==> src/core/lcd_clk_regs.svh <==
// Purpose: Command codes, reset values and timing counts
// Assumes: 125 MHz reference clock
// Notes:   Included by the clock and mode block
`ifndef LCD_CLK_REGS_SVH
`define LCD_CLK_REGS_SVH
// ---------------------------------------------
// Command byte layout
// ---------------------------------------------
`define OSC_CMD_TAG     5'b00011
`define MUX_CMD_TAG     6'b000000
`define BIAS_CMD_TAG    6'b000001
`define FRM_CMD_TAG     3'b001
`define EFR_BIT         2
`define COE_BIT         1
`define SRC_BIT         0
// ---------------------------------------------
// Reset values
// ---------------------------------------------
`define FD_RESET        5'h0e
`define FD_LAST         5'h16
`define MUX_RESET       2'h0
`define BIAS_RESET      2'h0
`define Q_RESET         7'h18
// ---------------------------------------------
// Timing
// ---------------------------------------------
`define REF_CLK_HZ      125000000
`define OSC_FREQ_HZ     230000
`define OSC_DIV_CYC     (`REF_CLK_HZ / `OSC_FREQ_HZ)
`define FRAME_STEPS     6'h30
`endif

==> src/core/lcd_clk_pkg.sv <==
// Purpose: Types for the clock and mode block
// Assumes: Nothing
// Notes:   One-hot source modes
package lcd_clk_pkg;
    typedef enum logic [2:0] {
        SRC_INT  = 3'b001,
        SRC_SLOW = 3'b010,
        SRC_FAST = 3'b100
    } src_mode_type;

    typedef struct packed {
        logic ext_rate_range;
        logic clock_out_enable;
        logic src_ext;
    } osc_cfg_type;

    typedef struct packed {
        logic [1:0] mux_ratio;
        logic [1:0] bias_ratio;
    } drive_cfg_type;
endpackage

==> src/core/lcd_frame_clock_and_mode_config.sv <==
// Purpose: Clock source, frame prescaler and drive mode commands
// Assumes: Command bytes arrive one per strobe on ref_clk_i
// Notes:   Internal oscillator is a tick derived from ref_clk_i
//
// What this block does
// RULE1: Source select 1 releases the clock pin as external clock input.
// RULE2: Range bit tells timing whether external clock is 9.6 or 230 kHz.
// RULE3: External slow clock: one frame per 48 input periods, no divider.
// RULE4: 230 kHz clock: frame period is 48 times q input periods.
// RULE5: Five-bit code picks q from table, 80 down to 16, default 24.
// RULE6: Frame command is 001 then the five-bit divider code.
// RULE7: Frame rate is a pure integer division of the clock.
// RULE8: Internal clock with output on drives divided clock on the pin.
// RULE9: Internal clock with output off leaves the pin floating.
// RULE10: During reset the pin is floating.
// RULE11: Power-down with output off floats pin, external clock optional.
// RULE12: External clock keeps running while display is on.
// RULE13: Multiplex command 000000 plus ratio: 8, 8, 6, 4 backplanes.
// RULE14: Bias command 000001 plus field: quarter, quarter, half, third.
// RULE15: Data transfer steps follow generated frame timing.
// RULE16: Divider code sets frame rate about 60 to 300 Hz.
// RULE17: Oscillator command 00011 then range, output enable, source.
// RULE18: Power-down with internal clock and output on drives pin high.
// RULE19: Unused divider code leaves stored code unchanged.
// RULE20: Divider and source changes apply at next frame boundary.
`timescale 1ns/10ps
`include "lcd_clk_regs.svh"
module lcd_frame_clock_and_mode_config (
    // Clock and reset
    input  wire logic       ref_clk_i,
    input  wire logic       rst_i,
    // Command port
    input  wire logic       cmd_valid_i,
    input  wire logic [7:0] cmd_byte_i,
    input  wire logic       power_down_bit_i,
    // Clock pin
    input  wire logic       clock_io_pin_i,
    output logic            clock_io_pin_o,
    output logic            clock_io_pin_oe_o,
    // Timing and mode
    output logic            frame_pulse_o,
    output logic            data_step_o,
    output logic [3:0]      backplanes_o,
    output logic [1:0]      bias_ratio_o
);
    // ---------------------------------------------
    // Divider table
    // ---------------------------------------------
    function automatic logic [6:0] q_of(input logic [4:0] c);
        case (c)
            5'h00: q_of = 7'h50;
            5'h01: q_of = 7'h44;
            5'h02: q_of = 7'h3c;
            5'h03: q_of = 7'h35;
            5'h04: q_of = 7'h30;
            5'h05: q_of = 7'h2c;
            5'h06: q_of = 7'h28;
            5'h07: q_of = 7'h25;
            5'h08: q_of = 7'h22;
            5'h09: q_of = 7'h20;
            5'h0a: q_of = 7'h1e;
            5'h0b: q_of = 7'h1c;
            5'h0c: q_of = 7'h1b;
            5'h0d: q_of = 7'h19;
            5'h0e: q_of = 7'h18;
            5'h0f: q_of = 7'h17;
            5'h10: q_of = 7'h16;
            5'h11: q_of = 7'h15;
            5'h12: q_of = 7'h14;
            5'h13: q_of = 7'h13;
            5'h14: q_of = 7'h12;
            5'h15: q_of = 7'h11;
            default: q_of = 7'h10;
        endcase
    endfunction

    localparam logic [9:0] OSC_DIV = 10'(`OSC_DIV_CYC);

    lcd_clk_pkg::osc_cfg_type   osc_reg;
    lcd_clk_pkg::drive_cfg_type drv_reg;
    lcd_clk_pkg::src_mode_type  mode_reg;
    lcd_clk_pkg::src_mode_type  mode_next;
    logic [4:0] fd_reg;
    logic [6:0] q_reg;
    logic [9:0] osc_cnt_reg;
    logic       osc_tick_reg;
    logic       s1_reg;
    logic       s2_reg;
    logic       s3_reg;
    logic       ext_lvl_reg;
    logic       ext_edge_reg;
    logic [6:0] pre_cnt_reg;
    logic [5:0] frm_cnt_reg;
    logic       tick;
    logic       inter_tick;
    logic       frame_end;
    logic       frame_idle_reg;
    logic       cfg_load;

    // ---------------------------------------------
    // Command decode
    // ---------------------------------------------
    always_ff @(posedge ref_clk_i) begin
        if (rst_i) begin
            osc_reg <= '0;
            drv_reg <= {`MUX_RESET, `BIAS_RESET};
            fd_reg  <= `FD_RESET;
        end else if (cmd_valid_i) begin
            if (cmd_byte_i[7:3] == `OSC_CMD_TAG) begin // RULE17
                osc_reg <= {cmd_byte_i[`EFR_BIT], cmd_byte_i[`COE_BIT],
                            cmd_byte_i[`SRC_BIT]};
            end
            if (cmd_byte_i[7:2] == `MUX_CMD_TAG) begin // RULE13
                drv_reg.mux_ratio <= cmd_byte_i[1:0];
            end
            if (cmd_byte_i[7:2] == `BIAS_CMD_TAG) begin // RULE14
                drv_reg.bias_ratio <= cmd_byte_i[1:0];
            end
            if (cmd_byte_i[7:5] == `FRM_CMD_TAG
                && cmd_byte_i[4:0] <= `FD_LAST) begin // RULE6 RULE19
                fd_reg <= cmd_byte_i[4:0];
            end
        end
    end

    // ---------------------------------------------
    // Mode outputs
    // ---------------------------------------------
    always_ff @(posedge ref_clk_i) begin
        if (rst_i) begin
            backplanes_o <= 4'h8;
            bias_ratio_o <= `BIAS_RESET;
        end else begin
            case (drv_reg.mux_ratio) // RULE13
                2'h2:    backplanes_o <= 4'h6;
                2'h3:    backplanes_o <= 4'h4;
                default: backplanes_o <= 4'h8;
            endcase
            bias_ratio_o <= drv_reg.bias_ratio; // RULE14
        end
    end

    // ---------------------------------------------
    // Clock sources
    // ---------------------------------------------
    always_ff @(posedge ref_clk_i) begin
        if (rst_i || power_down_bit_i || mode_reg != lcd_clk_pkg::SRC_INT) begin
            osc_cnt_reg  <= '0; // RULE18
            osc_tick_reg <= 1'b0;
        end else begin
            osc_tick_reg <= (osc_cnt_reg == OSC_DIV - 10'h1);
            osc_cnt_reg  <= (osc_cnt_reg == OSC_DIV - 10'h1) ? '0
                          : osc_cnt_reg + 10'h1;
        end
    end

    // External pin filter, edge once stages two and three agree
    always_ff @(posedge ref_clk_i) begin
        if (rst_i) begin
            s1_reg       <= 1'b0;
            s2_reg       <= 1'b0;
            s3_reg       <= 1'b0;
            ext_lvl_reg  <= 1'b0;
            ext_edge_reg <= 1'b0;
        end else begin
            s1_reg       <= clock_io_pin_i;
            s2_reg       <= s1_reg;
            s3_reg       <= s2_reg;
            if (s2_reg == s3_reg) begin
                ext_lvl_reg <= s3_reg;
            end
            ext_edge_reg <= (s2_reg == s3_reg) && s3_reg && !ext_lvl_reg;
        end
    end

    always_comb begin
        if (power_down_bit_i) begin
            tick = 1'b0; // RULE11
        end else if (mode_reg == lcd_clk_pkg::SRC_INT) begin
            tick = osc_tick_reg;
        end else begin
            tick = ext_edge_reg;
        end
        if (mode_reg == lcd_clk_pkg::SRC_SLOW) begin
            inter_tick = tick; // RULE3
        end else begin
            inter_tick = tick && (pre_cnt_reg == q_reg - 7'h1); // RULE4 RULE7
        end
        frame_end = inter_tick && (frm_cnt_reg == `FRAME_STEPS - 6'h1);
        cfg_load  = frame_end || (frame_idle_reg && !tick); // RULE20
        if (!osc_reg.src_ext) begin
            mode_next = lcd_clk_pkg::SRC_INT;
        end else if (osc_reg.ext_rate_range) begin
            mode_next = lcd_clk_pkg::SRC_FAST; // RULE2
        end else begin
            mode_next = lcd_clk_pkg::SRC_SLOW;
        end
    end

    // ---------------------------------------------
    // Prescaler and frame counter
    // ---------------------------------------------
    always_ff @(posedge ref_clk_i) begin
        if (rst_i) begin
            mode_reg <= lcd_clk_pkg::SRC_INT;
            q_reg    <= `Q_RESET;
        end else if (cfg_load) begin
            mode_reg <= mode_next; // RULE20
            q_reg    <= q_of(fd_reg); // RULE5 RULE16
        end
    end

    always_ff @(posedge ref_clk_i) begin
        if (rst_i || frame_end) begin
            pre_cnt_reg <= '0;
            frm_cnt_reg <= '0;
        end else if (tick) begin
            pre_cnt_reg <= inter_tick ? '0 : pre_cnt_reg + 7'h1; // RULE7
            if (inter_tick) begin
                frm_cnt_reg <= frm_cnt_reg + 6'h1;
            end
        end
    end

    // No tick counted yet in this frame, so config may still move
    always_ff @(posedge ref_clk_i) begin
        if (rst_i || frame_end) begin
            frame_idle_reg <= 1'b1;
        end else if (tick) begin
            frame_idle_reg <= 1'b0;
        end
    end

    always_ff @(posedge ref_clk_i) begin
        if (rst_i) begin
            frame_pulse_o <= 1'b0;
            data_step_o   <= 1'b0;
        end else begin
            frame_pulse_o <= frame_end;
            data_step_o   <= inter_tick; // RULE15
        end
    end

    // ---------------------------------------------
    // Clock pin driver
    // ---------------------------------------------
    always_ff @(posedge ref_clk_i) begin
        if (rst_i) begin
            clock_io_pin_oe_o <= 1'b0; // RULE10
            clock_io_pin_o    <= 1'b0;
        end else begin
            clock_io_pin_oe_o <= !osc_reg.src_ext
                              && osc_reg.clock_out_enable; // RULE1 RULE9 RULE11
            if (power_down_bit_i) begin
                clock_io_pin_o <= 1'b1; // RULE18
            end else begin
                clock_io_pin_o <= (mode_reg == lcd_clk_pkg::SRC_INT)
                               && (pre_cnt_reg < (q_reg >> 1)); // RULE8
            end
        end
    end

    // ---------------------------------------------
    // Checks
    // ---------------------------------------------
    logic [5:0] step_seen;
    always_ff @(posedge ref_clk_i) begin
        if (rst_i || frame_pulse_o) begin
            step_seen <= '0;
        end else if (data_step_o) begin
            step_seen <= step_seen + 6'h1;
        end
    end
endmodule

==> config.mk <==
export PLATFORM = sky130hd
export DESIGN_NAME = lcd_frame_clock_and_mode_config
export DESIGN_NICKNAME = d
export VERILOG_FILES = /design/src/core/lcd_clk_pkg.sv /design/src/core/lcd_frame_clock_and_mode_config.sv
export VERILOG_INCLUDE_DIRS = /design/src /design/src/core
export SDC_FILE = /design/constraint.sdc
export NUM_CORES = 1
export LEC_CHECK = 0
export BUFFER_PORTS_ARGS = -buffer_cell sky130_fd_sc_hd__buf_2
export CORE_UTILIZATION = 49
export CTS_BUF_LIST = sky130_fd_sc_hd__clkbuf_16
export CTS_CLUSTER_DIAMETER = 120
export CTS_CLUSTER_SIZE = 10
export DETAILED_ROUTE_END_ITERATION = 8
export PLACE_DENSITY = 0.67
export SYNTH_ARGS = -nofsm -noshare
export SYNTH_HDL_FRONTEND = slang
export SYNTH_SLANG_ARGS = --single-unit
==> constraint.sdc <==
create_clock -name ref_clk_i -period 3.3 [get_ports ref_clk_i]
set_input_delay 0.33 -clock ref_clk_i [delete_from_list [all_inputs] [get_ports ref_clk_i]]
set_output_delay 0.33 -clock ref_clk_i [all_outputs]
set_load 0.02 [all_outputs]
### Yosys cells after proc, flatten, opt, wreduce, memory -nomap -nowiden

Memory sizes are Yosys's and may differ from the RTL's. A register that Yosys moved wholly into a read port is not among the register bits.
Cells that the tools add are included.

* mux-type cells: 8
* reduce and logical (&&, ||, !) cells: 22
* equal/unequal tests: 12
* order comparisons: 2
* $add $sub $neg: 4

Operators by type and width (count)
* 10-bit by 1-bit adder with 10-bit output (second input constant): 1
* 10-bit == test (second input constant): 1
* 2-bit AND reduction: 5
* 1-bit logical AND: 8
* 4-bit case mux with 2 select lines: 1
* 7-bit by 1-bit adder with 7-bit output (second input constant): 1
* 7-bit == test: 1
* 7-bit by 6-bit less-than comparator with 1-bit output: 1
* 7-bit two-way mux: 1
* 7-bit by 1-bit subtractor with 7-bit output (second input constant): 1
* 6-bit by 1-bit adder with 6-bit output (second input constant): 1
* 3-bit by 1-bit == test with 1-bit output (second input constant): 2
* 6-bit by 1-bit == test with 1-bit output (second input constant): 1
* 6-bit == test (second input constant): 1
* 6-bit zero test: 1
* 3-bit two-way mux: 2
* 5-bit by 2-bit == test with 1-bit output (second input constant): 1
* 5-bit less-or-equal comparator (second input constant): 1
* 2-bit == test (second input constant): 2
* 1-bit logical OR: 4
* 1-bit two-way mux: 4
* 3-bit by 2-bit == test with 1-bit output (second input constant): 1
* 1-bit zero test: 3
* 3-bit by 1-bit inequality test with 1-bit output (second input constant): 1
* other kinds (2): 2

* memories: 1
* register bits: 55
* input port bits: 13
* logic and storage cells: 72
* output and inout bits: 10
* bits in read-only memories: 224

Memories
* (name not given): depth 32, width 7, rd ports 1, clocked after Yosys merged registers in 1, wr ports 0, line lcd_frame_clock_and_mode_config.sv:50 `case (c)`

### Longest topological paths before layout

* depth after elaboration: 7
* mapped depth: 9
* mapped depth without buffers: 8

### Worst setup path before layout

No wires, ideal clock.

* path type: reg2reg
* start: reg q_reg[0]
* end: reg frm_cnt_reg[5]
* arrival time: 2.139 ns
* required time: 3.229 ns
* buffers on the path: 1
* period minus slack after synthesis: 2.209 ns
* stages on the path, launching flop included: 9
* path slack: 1.091 ns
* setup time: 0.071 ns
* path through: dfxtp_1 -> inv_1 -> ha_1 -> o211a_1 -> o31a_1 -> o31a_1 -> buf_6 -> or4_1 -> a21oi_1

* cells in the longest elaborated chain, start to end: 6
* elaborated cells on any way between the ends: 7
* those cells by class: add/sub (1); eq/ne (1); mux (1); reduce/logical (4)

Ends and longest elaborated chain
* start, declared: line lcd_frame_clock_and_mode_config.sv:84 `logic [6:0] q_reg;`
* 7-bit by 1-bit subtractor with 7-bit output (*): line lcd_frame_clock_and_mode_config.sv:187 `inter_tick = tick && (pre_cnt_reg == q_reg - 7'h1);`
* 7-bit == test (*): line lcd_frame_clock_and_mode_config.sv:187
* 1-bit logical AND (*): line lcd_frame_clock_and_mode_config.sv:187
* 1-bit two-way mux (*): line lcd_frame_clock_and_mode_config.sv:184 `if (mode_reg == lcd_clk_pkg::SRC_SLOW) begin`
* 1-bit logical AND: line lcd_frame_clock_and_mode_config.sv:189 `` frame_end = inter_tick && (frm_cnt_reg == `FRAME_STEPS - 6'h1); ``
* 1-bit logical OR: line lcd_frame_clock_and_mode_config.sv:214 `if (rst_i || frame_end) begin`
* end signal, assigned: line lcd_frame_clock_and_mode_config.sv:220 `frm_cnt_reg <= frm_cnt_reg + 6'h1;`
* end, declared: line lcd_frame_clock_and_mode_config.sv:93 `logic [5:0] frm_cnt_reg;`

Every way passes the cells marked *; elsewhere a longest branch is shown, timed or not.
A chain may end at the register's enable or synchronous reset.

### Worst setup path after layout

* start: reg mode_reg[1]
* end: reg q_reg[0]

* cells in the longest elaborated chain, start to end: 7
* elaborated cells on any way between the ends: 10
* those cells by class: eq/ne (2); mux (3); reduce/logical (5)

Ends and longest elaborated chain
* start, declared: line lcd_frame_clock_and_mode_config.sv:81 `lcd_clk_pkg::src_mode_type mode_reg;`
* start signal, assigned: line lcd_frame_clock_and_mode_config.sv:205 `mode_reg <= lcd_clk_pkg::SRC_INT;`
* start signal, assigned: line lcd_frame_clock_and_mode_config.sv:208 `mode_reg <= mode_next;`
* 3-bit by 1-bit == test with 1-bit output: line lcd_frame_clock_and_mode_config.sv:179 `end else if (mode_reg == lcd_clk_pkg::SRC_INT) begin`
* 1-bit two-way mux: line lcd_frame_clock_and_mode_config.sv:179
* 1-bit two-way mux: line lcd_frame_clock_and_mode_config.sv:177 `if (power_down_bit_i) begin`
* 1-bit logical AND: line lcd_frame_clock_and_mode_config.sv:187
* 1-bit two-way mux: line lcd_frame_clock_and_mode_config.sv:184
* 1-bit logical AND: line lcd_frame_clock_and_mode_config.sv:189
* 1-bit logical OR (*): line lcd_frame_clock_and_mode_config.sv:190 `cfg_load = frame_end || (frame_idle_reg && !tick);`

Marked as above.

==> flow_metrics.tcl <==
set metrics [dict create \
    cts_sinks 61 \
    num-fill-cells 539 \
    final_max_slew_viol_count 0 \
    rsz0062_at_grt "no" \
    grt_pass1_vias 2216 \
    seq_area_frac_synth 0.407 \
    portBuffers 21 \
    fp.dieW_um 80.3 \
    synth_cells 333 \
    path_clk_slew_ns 0.05 \
    antenna_cells 0 \
    dieArea_um2 6440 \
    antenna_found_initial 0 \
    final.min_clock_period_ns 2.43 \
    cts_buffers 9 \
    ctsResizeCount 0 \
    dp_hpwl_um 3960 \
    tritoncts "built" \
    fin_setup_tns_ns 0 \
    yosys_warnings 0 \
    final_cell_mix "dfxtp_1 (61), nor2_1 (38), buf_2 (21)" \
    max_slew_margin 0.496 \
    grt_pass1_wl_um 9940 \
    cp_top_family "simple AND/OR/NAND/NOR gates" \
    drive_gt1_frac 0.129 \
    root_buffer "clkbuf_16" \
    initial_utilization 0.507 \
    power.density_nw_per_um2 500 \
    wl_per_cell_um 13.1 \
    nets 381 \
    leakage_nw 1.40 \
    max-cap-violations 0 \
    ir_worst_vdd_v 0.000327 \
    synth_cell_types 54 \
    coreArea_um2 5920 \
    cpPeakStageDelay_ns 0.53 \
    drt-vias-per-instance 5.58 \
    gp_congestion 0.823 \
    cts_buffer_depth 2 \
    clkLatencyLatePin_ns 0.32 \
    synth_area_per_cell_um2 9.01 \
    setup_viol 0 \
    netlist_area_um2 3000 \
    cts_hold_buf 0 \
    overflow 0 \
    synth_edf_count 0 \
    drtAntennaViolNets 0 \
    fp.dieH_um 80.3 \
    crit_fanout 10 \
    largest_register_ffs 10 \
    status "complete, no violations" \
    cts_setup_buffers 0 \
    htreeDepth 3 \
    cp.arrival_ns 2.64 \
    vias 2411 \
    fmax_mhz 412 \
    cp_cell_sequence "or3b_1 -> mux2i_1 -> or3_1 -> nor4_2 -> o21ai_0 -> o211a_1" \
    fin_worst_skew_ns 0.00534 \
    synth_ff_type "dfxtp_1" \
    post-route-period-util 0.735 \
    worst-path-buf-inv 0 \
    synth_fp_nets 362 \
    p_total_mw 1.71 \
    grt_max_degree 44 \
    drt_wl_total_um 5660 \
    cp.required_ns 3.51 \
    firstDrtPassIters 7 \
    slowest_stage "nor4_2" \
    drc 0 \
    hold_viol 0 \
    critPathKind "reg -> reg" \
    grt.total_usage 0.198 \
    ios 23 \
    syn2layout_area_growth_pct 14.1 \
    tightestPinTransition_ns 0.756 \
    synth-seq-cells 61 \
    async_flop_share 0 \
    startpoint_type "flip-flop" \
    final_common_cell "dfxtp_1" \
    drtIter0Drc 149 \
    hold_class "in -> reg" \
    cp-end-kind "flip-flop" \
    num_rows 28 \
]
-- report_power, final --
part	total (mW)	switching, mW	internal (mW)	leakage (nW)
logic	0.0648	0.0402	0.0246	0.771
registers	0.755	0.00979	0.745	0.493
clock network	0.891	0.314	0.577	0.136
-- Yosys cell counts (3+ instances only) --
| cell | instances | share of area |
|---|---|---|
| xor2_1 | 16 | 0.047 |
| nor3_1 | 15 | 0.025 |
| ha_1 | 16 | 0.067 |
| nor2b_1 | 9 | 0.019 |
| o2111ai_1 | 3 | 0.0088 |
| a21oi_1 | 14 | 0.023 |
| xnor2_1 | 8 | 0.023 |
| o211ai_1 | 3 | 0.0075 |
| nand2_1 | 16 | 0.020 |
| nor2_1 | 38 | 0.048 |
| clkbuf_1 | 7 | 0.0088 |
| nand4_1 | 5 | 0.010 |
| a21o_1 | 4 | 0.010 |
| o211a_1 | 4 | 0.013 |
| nand3b_1 | 3 | 0.0075 |
| or3_1 | 4 | 0.0083 |
| nor3b_1 | 3 | 0.0075 |
| o31ai_1 | 6 | 0.015 |
| mux2i_1 | 12 | 0.040 |
| inv_1 | 16 | 0.020 |
| o21ai_0 | 12 | 0.020 |
| dfxtp_1 | 61 | 0.41 |
| and3_1 | 5 | 0.010 |
| nor4_1 | 4 | 0.0083 |
| nand3_1 | 13 | 0.022 |
-- per-layer routing --
metal / part of all wire / vias up / routed length [µm] / GRT usage
li1: - / 1227 / - / -
met1: 0.49 / 1122 / 2800 / 0.263
met2: 0.45 / 51 / 2560 / 0.304
met3: 0.034 / 11 / 194 / 0.0375
met4: 0.019 / 0 / 107 / 0.102
met5: 0 / - / 0 / 0
-- area by class of cell --
type / instances / area (µm²) / area share
Clock buffer: 9 / 225 / 0.0658
Tap cell: 75 / 93.8 / 0.0274
Clock inverter: 7 / 66.3 / 0.0194
Sequential cell: 61 / 1220 / 0.357
Multi-Input combinational cell: 242 / 1650 / 0.481
Timing Repair Buffer: 21 / 105 / 0.0307
Inverter: 17 / 63.8 / 0.0186
-- kinds of logic (layout without fill, tap and decap cells) --
group,after synthesis,after routing,synth area share
and+or+nand+nor,128,128,0.223
DFF,61,61,0.407
AOI/OAI and AO/OA,60,60,0.140
buffers and inverters,30,54,0.0442
xor gates and xnor gates,24,24,0.0701
adders and majority gates,16,16,0.0667
muxes,13,13,0.0475
other,1,1,0.00125
-- stage by stage --
| step | setup WS, ns | hold slack, ns | area [µm²] | util | instances |
|---|---|---|---|---|---|
| 2_1_floorplan | 1.09 | 0.392 | 3000 | - | 333 |
| 3_3_place_gp | 0.972 | 0.408 | 3130 | 0.529 | 416 |
| 3_5_place_dp | 0.891 | 0.413 | 3130 | 0.529 | 416 |
| 4_1_cts | 0.859 | 0.220 | 3420 | 0.578 | 432 |
| 5_1_grt | 0.629 | 0.238 | 3420 | 0.578 | 432 |
| 6_report | 0.873 | 0.224 | 3420 | 0.578 | 432 |
-- final timing paths --
path                                      from              end  slack (ns)  cells past startpoint
worst max register to register     mode_reg[1]         q_reg[0]        0.87                      6
worst min register to register      drv_reg[2]  backplanes_o[1]        0.42                      1
worst min-delay path            clock_io_pin_i           s1_reg        0.22                      2
worst max-delay path               mode_reg[1]         q_reg[0]        0.87                      6
Note: power is estimated with default switching activity, not from simulation.
